$ cat src/logic/scan_pkg.sv
/*
 * Shared constants and types for the boundary-scan test port and for the
 * board-level scan controller that drives it.
 * Assumes both ends run on a 50 MHz system clock.
 */
package scan_pkg;

    // System clock period in ns
    localparam int CLK_NS = 20;
    // Least half period of the generated test clock, and its cycle count
    localparam int TCK_HALF_NS = 80;
    localparam int TCK_HALF_CYC = (TCK_HALF_NS + CLK_NS - 1) / CLK_NS;

    // Scan register widths
    localparam int IR_W = 3;
    localparam int ID_W = 32;
    localparam int BSR_W = 89;
    localparam int LEN_W = 7;
    // Boundary cell that gates the output bus drivers under EXTEST
    localparam int OE_CELL = 88;

    // Instruction codes
    localparam logic [2:0] INS_EXTEST = 3'h0;
    localparam logic [2:0] INS_IDCODE = 3'h1;
    localparam logic [2:0] INS_SAMPLE_Z = 3'h2;
    localparam logic [2:0] INS_SAMPLE = 3'h4;
    localparam logic [2:0] INS_BYPASS = 3'h7;
    // Pattern loaded into the instruction shifter in Capture-IR
    localparam logic [2:0] IR_CAPTURE = 3'h1;

    // Identification word fields
    localparam logic [2:0] ID_REV = 3'h0;
    localparam logic [4:0] ID_DEPTH = 5'h0b;
    localparam logic [5:0] ID_ARCH = 6'h08;
    localparam logic [5:0] ID_WIDTH = 6'h27;
    localparam logic ID_PRESENT = 1'b1;

    // Mode-select sequences, first bit in bit 0, and their lengths
    localparam logic [7:0] SEQ_IR = 8'h03;
    localparam logic [3:0] SEQ_IR_N = 4'h4;
    localparam logic [7:0] SEQ_DR = 8'h01;
    localparam logic [3:0] SEQ_DR_N = 4'h3;
    localparam logic [7:0] SEQ_RST = 8'h1f;
    localparam logic [3:0] SEQ_RST_N = 4'h5;

    // Test access port controller states
    typedef enum logic [3:0] {
        TLR, RTI, SEL_DR, CAP_DR, SHF_DR, EX1_DR, PAU_DR, EX2_DR, UPD_DR,
        SEL_IR, CAP_IR, SHF_IR, EX1_IR, PAU_IR, EX2_IR, UPD_IR
    } tap_state_t;

    // Host operations
    typedef enum logic [1:0] {
        OP_SCAN_IR, OP_SCAN_DR, OP_RESET
    } host_op_t;

    // Host sequencer phases
    typedef enum logic [2:0] {
        H_IDLE, H_PRE, H_SHIFT, H_POST, H_FIN
    } host_phase_t;

endpackage

$ cat src/logic/scan_link_if.sv
/*
 * The four-wire scan link between the board controller and the test port.
 * Assumes the unconnected serial output line floats to a pulled-up high.
 */
`timescale 1ns/1ps
interface scan_link_if;
    logic tck; // Test clock from the controller
    logic tms; // Mode select
    logic tdi; // Serial data into the port
    logic tdo; // Serial data out of the port
    logic tdo_oe; // High while the port drives its serial output
    logic tdo_line; // Resolved level of the serial output line

    // Undriven line reads high through the pull-up
    assign tdo_line = tdo_oe ? tdo : 1'b1;

    modport dev (input tck, input tms, input tdi, output tdo, output tdo_oe);
    modport host (output tck, output tms, output tdi, input tdo_line);
endinterface

$ cat src/logic/scan_tap.sv
/*
 * Boundary-scan test access port of a pipelined burst memory: controller,
 * instruction register, bypass, identification and boundary registers.
 * Assumes the test clock, mode select and serial input arrive from outside
 * the system clock domain and are far slower than it.
 */
`timescale 1ns/1ps
module scan_tap #(
    parameter logic [10:0] ID_VENDOR = 11'h05a // Arbitrary maker code
) (
    input wire logic clk,
    input wire logic sys_rst,
    scan_link_if.dev link,
    input wire logic [scan_pkg::BSR_W-1:0] pins_in,
    output logic [scan_pkg::BSR_W-1:0] bsr_drive,
    output logic extest_on,
    output logic q_oe,
    output logic [scan_pkg::IR_W-1:0] instr
);

    // Fixed identification word
    localparam logic [31:0] ID_WORD = {scan_pkg::ID_REV, scan_pkg::ID_DEPTH,
        scan_pkg::ID_ARCH, scan_pkg::ID_WIDTH, ID_VENDOR, scan_pkg::ID_PRESENT};

    // Standard controller transition on one sampled mode-select bit
    function automatic scan_pkg::tap_state_t tap_next(
        input scan_pkg::tap_state_t s,
        input logic m
    );
        scan_pkg::tap_state_t n;
        n = s;
        unique case (s)
            scan_pkg::TLR: n = m ? scan_pkg::TLR : scan_pkg::RTI;
            scan_pkg::RTI: n = m ? scan_pkg::SEL_DR : scan_pkg::RTI;
            scan_pkg::SEL_DR: n = m ? scan_pkg::SEL_IR : scan_pkg::CAP_DR;
            scan_pkg::CAP_DR: n = m ? scan_pkg::EX1_DR : scan_pkg::SHF_DR;
            scan_pkg::SHF_DR: n = m ? scan_pkg::EX1_DR : scan_pkg::SHF_DR;
            scan_pkg::EX1_DR: n = m ? scan_pkg::UPD_DR : scan_pkg::PAU_DR;
            scan_pkg::PAU_DR: n = m ? scan_pkg::EX2_DR : scan_pkg::PAU_DR;
            scan_pkg::EX2_DR: n = m ? scan_pkg::UPD_DR : scan_pkg::SHF_DR;
            scan_pkg::UPD_DR: n = m ? scan_pkg::SEL_DR : scan_pkg::RTI;
            scan_pkg::SEL_IR: n = m ? scan_pkg::TLR : scan_pkg::CAP_IR;
            scan_pkg::CAP_IR: n = m ? scan_pkg::EX1_IR : scan_pkg::SHF_IR;
            scan_pkg::SHF_IR: n = m ? scan_pkg::EX1_IR : scan_pkg::SHF_IR;
            scan_pkg::EX1_IR: n = m ? scan_pkg::UPD_IR : scan_pkg::PAU_IR;
            scan_pkg::PAU_IR: n = m ? scan_pkg::EX2_IR : scan_pkg::PAU_IR;
            scan_pkg::EX2_IR: n = m ? scan_pkg::UPD_IR : scan_pkg::SHF_IR;
            scan_pkg::UPD_IR: n = m ? scan_pkg::SEL_DR : scan_pkg::RTI;
        endcase
        return n;
    endfunction

    // Synchroniser stages for the link inputs
    logic tck_s1_q, tck_s2_q, tck_s3_q;
    logic tms_s1_q, tms_s2_q;
    logic tdi_s1_q, tdi_s2_q;
    // Memory pins come from another clock, so they are synchronised too
    logic [scan_pkg::BSR_W-1:0] pins_s1_q, pins_s2_q;

    // Controller state and scan registers
    scan_pkg::tap_state_t state_q;
    logic [scan_pkg::IR_W-1:0] ir_q; // Active instruction
    logic [scan_pkg::IR_W-1:0] irs_q; // Instruction shifter
    logic byp_q; // Bypass flop
    logic [scan_pkg::ID_W-1:0] id_q; // Identification shifter
    logic [scan_pkg::BSR_W-1:0] bsr_q; // Boundary shift stage
    logic [scan_pkg::BSR_W-1:0] upd_q; // Boundary latched parallel stage
    logic tdo_q, tdo_oe_q; // Serial output and its enable
    logic q_oe_q, extest_q; // Output bus enable and drive mode

    // Second stage is the only reader of the first
    always_ff @(posedge clk) begin
        if (sys_rst) begin
            tck_s1_q <= 1'b0;
            tck_s2_q <= 1'b0;
            tck_s3_q <= 1'b0;
            tms_s1_q <= 1'b1;
            tms_s2_q <= 1'b1;
            tdi_s1_q <= 1'b1;
            tdi_s2_q <= 1'b1;
            pins_s1_q <= '0;
            pins_s2_q <= '0;
        end else begin
            tck_s1_q <= link.tck;
            tck_s2_q <= tck_s1_q;
            tck_s3_q <= tck_s2_q;
            tms_s1_q <= link.tms;
            tms_s2_q <= tms_s1_q;
            tdi_s1_q <= link.tdi;
            tdi_s2_q <= tdi_s1_q;
            pins_s1_q <= pins_in;
            pins_s2_q <= pins_s1_q;
        end
    end

    // Test clock edges seen in the system clock
    wire tck_rise = tck_s2_q & ~tck_s3_q;
    wire tck_fall = ~tck_s2_q & tck_s3_q;

    // Instruction decode
    wire sel_id = (ir_q == scan_pkg::INS_IDCODE);
    wire sel_bsr = (ir_q == scan_pkg::INS_EXTEST) | (ir_q == scan_pkg::INS_SAMPLE_Z)
        | (ir_q == scan_pkg::INS_SAMPLE);
    wire sel_byp = ~sel_id & ~sel_bsr;

    // Serial output of the selected data register
    wire dr_out = sel_id ? id_q[0] : (sel_bsr ? bsr_q[0] : byp_q);
    wire in_shift = (state_q == scan_pkg::SHF_DR) | (state_q == scan_pkg::SHF_IR);

    // Next output-bus enable and drive mode
    wire extest_d = (ir_q == scan_pkg::INS_EXTEST);
    wire q_oe_d = (ir_q == scan_pkg::INS_SAMPLE_Z) ? 1'b0
        : (extest_d ? upd_q[scan_pkg::OE_CELL] : 1'b1);

    // Controller advances on each test clock rise
    always_ff @(posedge clk) begin
        if (sys_rst) begin
            state_q <= scan_pkg::TLR;
        end else if (tck_rise) begin
            state_q <= tap_next(state_q, tms_s2_q);
        end
    end

    // Instruction register: capture, shift, update, reset
    always_ff @(posedge clk) begin
        if (sys_rst) begin
            ir_q <= scan_pkg::INS_IDCODE;
            irs_q <= scan_pkg::IR_CAPTURE;
        end else if (tck_rise) begin
            unique case (state_q)
                scan_pkg::TLR: ir_q <= scan_pkg::INS_IDCODE;
                scan_pkg::CAP_IR: irs_q <= scan_pkg::IR_CAPTURE;
                scan_pkg::SHF_IR: irs_q <= {tdi_s2_q, irs_q[2:1]};
                scan_pkg::UPD_IR: ir_q <= irs_q;
                default: ;
            endcase
        end
    end

    // Bypass and identification registers
    always_ff @(posedge clk) begin
        if (sys_rst) begin
            byp_q <= 1'b0;
            id_q <= ID_WORD;
        end else if (tck_rise && state_q == scan_pkg::CAP_DR) begin
            byp_q <= 1'b0;
            id_q <= ID_WORD;
        end else if (tck_rise && state_q == scan_pkg::SHF_DR) begin
            // One flop between serial input and output
            if (sel_byp) begin
                byp_q <= tdi_s2_q;
            end
            if (sel_id) begin
                id_q <= {tdi_s2_q, id_q[31:1]};
            end
        end
    end

    // Boundary register shift stage
    always_ff @(posedge clk) begin
        if (sys_rst) begin
            bsr_q <= '0;
        end else if (tck_rise && sel_bsr) begin
            if (state_q == scan_pkg::CAP_DR) begin
                bsr_q <= pins_s2_q;
            end else if (state_q == scan_pkg::SHF_DR) begin
                bsr_q <= {tdi_s2_q, bsr_q[scan_pkg::BSR_W-1:1]};
            end
        end
    end

    // Boundary parallel stage, enable cell preset in reset state
    always_ff @(posedge clk) begin
        if (sys_rst) begin
            upd_q <= '0;
            upd_q[scan_pkg::OE_CELL] <= 1'b1;
        end else if (tck_rise && state_q == scan_pkg::TLR) begin
            upd_q[scan_pkg::OE_CELL] <= 1'b1;
        end else if (tck_rise && state_q == scan_pkg::UPD_DR && sel_bsr) begin
            upd_q <= bsr_q;
        end
    end

    // Serial output and its enable change only on test clock fall
    always_ff @(posedge clk) begin
        if (sys_rst) begin
            tdo_q <= 1'b0;
            tdo_oe_q <= 1'b0;
        end else if (tck_fall) begin
            tdo_q <= (state_q == scan_pkg::SHF_IR) ? irs_q[0] : dr_out;
            tdo_oe_q <= in_shift;
        end
    end

    // Output bus control toward the memory core
    always_ff @(posedge clk) begin
        if (sys_rst) begin
            q_oe_q <= 1'b1;
            extest_q <= 1'b0;
        end else begin
            q_oe_q <= q_oe_d;
            extest_q <= extest_d;
        end
    end

    assign link.tdo = tdo_q;
    assign link.tdo_oe = tdo_oe_q;
    assign bsr_drive = upd_q;
    assign extest_on = extest_q;
    assign q_oe = q_oe_q;
    assign instr = ir_q;

endmodule // scan_tap

$ cat src/flat_wrapper.sv
// flat-port wrapper written by rule: the top's interface ports become plain ports
module scan_tap_flat 
#(
    parameter logic [10:0] ID_VENDOR = 11'h05a                        
)
  (clk, sys_rst, pins_in, bsr_drive, extest_on, q_oe, instr, link_tck, link_tms, link_tdi, link_tdo, link_tdo_oe);
  scan_link_if link_i ();
  input wire logic clk;
  input wire logic sys_rst;
  input wire logic [scan_pkg::BSR_W-1:0] pins_in;
  output logic [scan_pkg::BSR_W-1:0] bsr_drive;
  output logic extest_on;
  output logic q_oe;
  output logic [scan_pkg::IR_W-1:0] instr;
  input wire logic [$bits(link_i.tck)-1:0] link_tck;
  input wire logic [$bits(link_i.tms)-1:0] link_tms;
  input wire logic [$bits(link_i.tdi)-1:0] link_tdi;
  output wire logic [$bits(link_i.tdo)-1:0] link_tdo;
  output wire logic [$bits(link_i.tdo_oe)-1:0] link_tdo_oe;
  assign link_i.tck = link_tck;
  assign link_i.tms = link_tms;
  assign link_i.tdi = link_tdi;
  assign link_tdo = link_i.tdo;
  assign link_tdo_oe = link_i.tdo_oe;
  scan_tap #(.ID_VENDOR(ID_VENDOR)) u_core (.clk(clk), .sys_rst(sys_rst), .link(link_i), .pins_in(pins_in), .bsr_drive(bsr_drive), .extest_on(extest_on), .q_oe(q_oe), .instr(instr));
endmodule
$ cat config.mk
export PLATFORM = sky130hd
export DESIGN_NAME = scan_tap_flat
export DESIGN_NICKNAME = d
export VERILOG_FILES = /design/src/logic/scan_pkg.sv /design/src/logic/scan_link_if.sv /design/src/logic/scan_tap.sv /design/src/flat_wrapper.sv
export SDC_FILE = /design/constraint.sdc
export NUM_CORES = 1
export LEC_CHECK = 0
export BUFFER_PORTS_ARGS = -buffer_cell sky130_fd_sc_hd__buf_4
export CAP_MARGIN = 20
export CORE_MARGIN = 4
export CORE_UTILIZATION = 55
export DETAILED_ROUTE_END_ITERATION = 8
export PLACE_DENSITY = 0.82
export SLEW_MARGIN = 15
export SYNTH_ARGS = -nofsm -noshare
export SYNTH_HDL_FRONTEND = slang
export SYNTH_SLANG_ARGS = --single-unit
$ cat constraint.sdc
create_clock -name clk -period 2.89 [get_ports clk]
set_clock_uncertainty 0.15 [all_clocks]
set_input_delay 0.578 -clock clk [delete_from_list [all_inputs] [get_ports clk]]
set_output_delay 0.578 -clock clk [all_outputs]
set_load 0.05 [all_outputs]
After elaboration in Yosys (flattened, before gate mapping)
Index checks and enable logic that the tools add are counted.
{ "word_totals": {"ff_bits": 410, "in_bits": 94, "out_inout_bits": 96, "word_cells": 94} }
{ "op_classes": {"eq_ne": 18, "n_mux": 22, "n_bitwise": 11, "n_reduce_logical": 22} }
{ "ops": {"columns": ["cell", "n"], "rows": [
  ["two-way mux 89 bit", 2],
  ["one-hot mux 4 bit (12 select lines)", 1],
  ["equality test 4 bit (second input constant)", 8],
  ["equality test 4 x 3 -> 1 bit (second input constant)", 4],
  ["two-way mux 4 bit", 4],
  ["one-hot mux 3 bit (2 select lines)", 2],
  ["AND reduction 2 bit", 6],
  ["equality test 4 x 2 -> 1 bit (second input constant)", 2],
  ["two-way mux 1 bit", 8],
  ["OR reduction 2 bit", 4],
  ["logical AND 1 bit", 6],
  ["two-way mux 2 bit", 3],
  ["two-way mux 3 bit", 2],
  ["nonzero test 2 bit", 3],
  ["NOT 1 bit", 5],
  ["equality test 4 x 1 -> 1 bit (second input constant)", 1],
  ["zero test 4 bit", 1],
  ["AND 1 bit", 3],
  ["equality test 3 x 1 -> 1 bit (second input constant)", 1],
  ["equality test 3 x 2 -> 1 bit (second input constant)", 1],
  ["equality test 3 bit (second input constant)", 1],
  ["zero test 3 bit", 1],
  ["bitwise OR 1 bit", 3],
  ["OR reduction 3 bit", 1]
]} }

Depth between registers and ports, before layout
{ "logic_depth": {"word_depth": 6, "ltp_mapped": 8, "depth_no_buf": 4} }

Worst setup path after synthesis
OpenSTA, ideal clock, no wires.
{ "synth_path": {"path_kind": "register -> register", "from": "reg u_core.ir_q (netlist bit u_core.instr[1])", "to": "reg u_core.upd_q (netlist bit u_core.bsr_drive[81])", "setup_ns": 0.070, "arrival_ns": 1.963, "required_time_ns": 2.670, "path_slack_ns": 0.707, "path_stages_with_launch": 8, "path_buffers": 3, "synth_period_minus_slack_ns": 2.183, "path_cell_list": "dfxtp_1 > clkbuf_1 > a21oi_1 > nand4_1 > clkbuf_1 > clkbuf_1 > nand2_1 > a21oi_1"} }
{ "synth_between": {"elab_chain_len": 5, "elab_cells_between_ends": 7, "classes_between": "eq/ne: 2; bitwise: 2; reduce/logical: 3"} }
{ "synth_rtl": {"columns": ["element", "line_no", "source"], "rows": [
  ["start, declared", "scan_tap.sv:62", "logic [scan_pkg::IR_W-1:0] ir_q;"],
  ["start signal, assigned", "scan_tap.sv:127", "ir_q <= scan_pkg::INS_IDCODE;"],
  ["start signal, assigned", "scan_tap.sv:131", "scan_pkg::TLR: ir_q <= scan_pkg::INS_IDCODE;"],
  ["start signal, assigned", "scan_tap.sv:134", "scan_pkg::UPD_IR: ir_q <= irs_q;"],
  ["equality test 3 x 2 -> 1 bit or zero test 3 bit (tied branches)", "scan_tap.sv:102", "wire sel_bsr = (ir_q == scan_pkg::INS_EXTEST) | (ir_q == scan_pkg::INS_SAMPLE_Z)"],
  ["bitwise OR 1 bit", "scan_tap.sv:102", null],
  ["bitwise OR 1 bit *", "scan_tap.sv:103", "| (ir_q == scan_pkg::INS_SAMPLE);"],
  ["logical AND 1 bit *", "scan_tap.sv:179", "end else if (tck_rise && state_q == scan_pkg::UPD_DR && sel_bsr) begin"],
  ["AND reduction 2 bit (no source line) *", null, null],
  ["end signal, assigned", "scan_tap.sv:180", "upd_q <= bsr_q;"],
  ["end, declared", "scan_tap.sv:67", "logic [scan_pkg::BSR_W-1:0] upd_q;"]
]} }
Mark *: on every way between the ends. The rest lies on a longest branch, timed or not.
A chain may end at the register's enable or synchronous reset.

Worst setup path after layout
{ "layout_path": {"from": "reg u_core.state_q[0]", "to": "reg u_core.id_q[29] (netlist bit)"} }
{ "layout_between": {"elab_chain_len": 3, "elab_cells_between_ends": 6, "classes_between": "eq/ne: 2; reduce/logical: 4"} }
{ "layout_rtl": {"columns": ["element", "line_no", "source"], "rows": [
  ["start, declared", "scan_tap.sv:61", "scan_pkg::tap_state_t state_q;"],
  ["start signal, assigned", "scan_tap.sv:118", "state_q <= scan_pkg::TLR;"],
  ["start signal, assigned", "scan_tap.sv:120", "state_q <= tap_next(state_q, tms_s2_q);"],
  ["equality test 4 x 3 -> 1 bit or equality test 4 x 2 -> 1 bit (tied branches)", "scan_tap.sv:148, scan_tap.sv:145", null],
  ["logical AND 1 bit (on tied branches)", "scan_tap.sv:148, scan_tap.sv:145", null],
  ["AND reduction 2 bit (no source line) or OR reduction 2 bit (tied branches)", null, null],
  ["end signal, assigned", "scan_tap.sv:154", "id_q <= {tdi_s2_q, id_q[31:1]};"],
  ["end, declared", "scan_tap.sv:65", "logic [scan_pkg::ID_W-1:0] id_q;"]
]} }
Several ways; a longest one is shown, not always the timed one.

==> summary.md <==
| Metric | Value |
|---|---|
| Outcome | `completed` |
| Total CTS buffers | `40` |
| H-tree levels | `2` |
| FF+latch count, synth | `between 400 and 500` |
| CP required | `3.10 ns` |
| Most common cell after layout, fill and taps aside | `dfxtp_1` |
| Core ar. | `between 20,000 and 25,000 um^2` |
| Final setup vio count | `0` |
| Syn Nets | `approximately 1,500` |
| Largest net degree at the start of global routing | `about 150` |
| First-pass GRT wire length | `roughly 46 mm` |
| CTS tree | `built` |
| CTS-repair resized insts | `0` |
| CP max stage delay | `approximately 0.7 ns` |
| FF+latch area | `8208 um^2` |
| Critical Path End Type | `register` |
| Clk sinks | `410` |
| I/O pin count | `between 150 and 200` |
| Initial core utilization | `between 50% and 60%` |
| Fmax achieved | `0.3829 GHz` |
| Dpl cell area | `between 15,000 and 20,000 um^2` |
| CP arrival | `2.83 ns` |
| Min cycle time layout | `approximately 2.6 ns` |
| PwrDens | `677.1 nW/um^2` |
| Hold crit path type | `in2reg` |
| Critical-path top delay cell | `dfxtp_1` |
| Worst-Skew Late Latency | `0.51 ns` |
| Layout cells sized above 1 | `between 10% and 20%` |
| Leak pwr | `about 6 nW` |
| Mapped cell area | `around 14,000 um^2` |
| Number of port buffers | `roughly 190` |
| Period utilization | `between 90 and 100%` |
| Die H | `around 170 um` |
| Diodes inserted | `0` |
| Via density | `5.127` |
| Count of final hold-check violations | `0` |
| Final WL | `28.41 mm` |
| Max Cap Viol | `0` |
| Post-route ant nets | `0` |
| Sequential element share of the synthesized area | `between 50% and 60%` |
| Most frequent cells in the layout | `410 x dfxtp_1, 244 x nand2_1, 198 x buf_4` |
| Die W | `166.8 um` |
| Yosys warns | `0` |
| Switching part of the total power | `about a fifth` |
| Unrepaired setup endpoints after global routing | `no` |
| Slew @ Worst Pin | `approximately 0.73 ns` |
| Worst Path Max Fanout | `21` |
| Multi-input logic area | `slightly above 5000 um^2` |
| Crit start category | `register` |
| Synth unique cells | `43` |
| Final TNS setup | `0 ns` |
| Total global routing overflow | `0` |
| Avg WL per Cell | `~15 um` |
| Worst-path cell chain | `inv_1, nor4_2, buf_4, a21o_1, a21oi_1` |
| Cell row count | `57` |
| Fin nets | `between 1,500 and 2,000` |
| Routability cong. | `~0.84` |
| Power Total | `roughly 11 mW` |
| Die area | `27,810 um^2` |
| Root cell of the clock tree | `clkbuf_16` |
| Routed vias | `roughly 10,000` |
| Psw | `roughly 2.3 mW` |
| DR iter-0 viols | `800` |
| Max IR drop VDD | `approximately 400 uV` |
| Syn_area_per_cell | `around 9.7 um^2` |
| Hold-fix buffers at CTS | `0` |
| P_int | `a little over 9 mW` |
| # DRC | `0` |
| CTS max path bufs | `3` |
| DRT Pass-1 Iters | `5` |
| Synth Instances | `1,435` |
| Post-CTS Setup Bufs | `0` |
| Critical path class | `reg2reg` |
| Vias in the first global route | `roughly 9,500` |
| Initial antenna violation count | `0` |
| Clock transition at the registers of the reported paths | `roughly 0.060 ns` |
| Max-slew headroom | `51.39%` |
| FILL cells | `~1,900` |
| P&R area growth vs syn | `21.31%` |
| Slew Limit Fails | `0` |
| Comb pwr share | `2.7%` |
| Sequential power share | `approximately 50%` |
| Final instance area | `roughly 17,000 um^2` |
| Detailed Place HPWL | `~18 mm` |
| Clock network fraction of total power | `46.2%` |
| Global Route Usage Sum | `19.53%` |
==> routing by layer <==
metal,wire length (um),global-route usage [%],vias to the layer above
met5,0,0,-
met4,492,5.478,0
met3,1346,3.816,37
met2,13890,33.40,221
met1,12690,25.41,4577
li1,-,-,5040
==> state kept, by name, indices dropped and copies added (netlist names) <==
signal / cells
u_core.bsr_q: 89
u_core.tms_s2_q: 1
u_core.pins_s1_q: 89
u_core.tms_s1_q: 1
u_core.tck_s2_q: 1
u_core.bsr_drive: 89
u_core.state_q: 4
u_core.pins_s2_q: 89
u_core.extest_on: 1
u_core.link.tdo_oe: 1
u_core.tck_s1_q: 1
u_core.tck_s3_q: 1
u_core.link.tdo: 1
u_core.irs_q: 3
u_core.tdi_s2_q: 1
u_core.instr: 3
u_core.tdi_s1_q: 1
u_core.id_q: 32
u_core.q_oe: 1
u_core.byp_q: 1
==> cell type report <==
type | instances | share of cell area, %
Tap cell | 324 | 2.411
Timing Repair Buffer | 206 | 9.763
Inverter | 5 | 0.1116
Clock buffer | 51 | 6.742
Sequential cell | 410 | 48.81
Multi-Input combinational cell | 908 | 30.81
Clock inverter | 22 | 1.354
==> metrics by stage <==
stage | hold WS, ns | utilization (%) | instances | setup slack (ns)
after floorplan | 0.2395 | - | 1435 | 0.7067
after global placement | 0.2481 | 62.99 | 1853 | 0.4709
after detailed placement | 0.2464 | 62.99 | 1853 | 0.3695
after CTS | 0.08132 | 68.54 | 1926 | 0.3392
after global routing | 0.07997 | 68.54 | 1926 | 0.1285
final | 0.09812 | 68.54 | 1926 | 0.2787
==> cell families after synthesis <==
| logic type | share of synthesized area [%] |
|---|---|
| AO/OA/AOI/OAI | 10.98 |
| adder cells (fa/ha/maj) | 0.07222 |
| buffers and inverters | 3.475 |
| flip-flops | 59.22 |
| multiplexers | 6.499 |
| AND/OR/NAND/NOR | 19.76 |
==> power by group through the flow <==
stage	sequential (mW)	combinational, mW	clock, mW
after global placement	5.93	0.311	0
final	5.81	0.313	5.26
after detailed placement	5.94	0.314	0
after global routing	5.82	0.344	5.60
after CTS	5.81	0.315	5.35
after floorplan	5.92	0.186	0
==> cells in the mapped netlist, drive strengths merged <==
cell	n	share of area [%]
maj3	1	0.072
nor2	101	2.7
a31oi	4	0.18
o31ai	1	0.054
a21boi	1	0.054
nor4	2	0.090
nand4	3	0.14
a211oi	90	4.9
nor4b	1	0.063
o21ai	8	0.29
o31a	1	0.063
dfxtp	410	59
nand2	244	6.6
and4	2	0.13
clkbuf	85	2.3
or2	5	0.23
a2111oi	1	0.20
a21o	3	0.16
nand2b	4	0.18
o21bai	2	0.11
a21oi	115	4.2
or3b	1	0.063
a32oi	1	0.063
nor2b	189	8.5
o311ai	1	0.063
buf	27	1.0
a41oi	2	0.13
and3	1	0.045
mux2i	90	6.5
a221oi	1	0.063
inv	5	0.14
nand3b	1	0.054
o211ai	3	0.16
and4b	1	0.072
o2bb2ai	1	0.063
a22oi	2	0.11
nand3	15	0.54
a311oi	2	0.13
or4	2	0.11
o41ai	1	0.063
nor3	5	0.18
==> worst paths after layout <==
kind                                                      from                           end  slack (ns)  depth (start not counted)
worst max-delay path            u_core.state_q[0]$_SDFFE_PP0P_  u_core.id_q[29]$_SDFFE_PP0P_        0.28                          5
worst min-delay path                                  link_tms    u_core.tms_s1_q$_SDFF_PP1_         0.1                          2
worst max register to register  u_core.state_q[0]$_SDFFE_PP0P_  u_core.id_q[29]$_SDFFE_PP0P_        0.28                          5
worst min register to register      u_core.tdi_s1_q$_SDFF_PP1_    u_core.tdi_s2_q$_SDFF_PP1_        0.26                          1
==> worst max-delay path: cells and delay by family, from the launching register on <==
family | cells | cell delay [ns]
and+or+nand+nor | 1 | 0.47
buffers and inverters | 2 | 0.47
DFF | 1 | 0.72
AOI/OAI and AO/OA | 2 | 0.65
No activity file was read; power rests on OpenSTA's default activity.
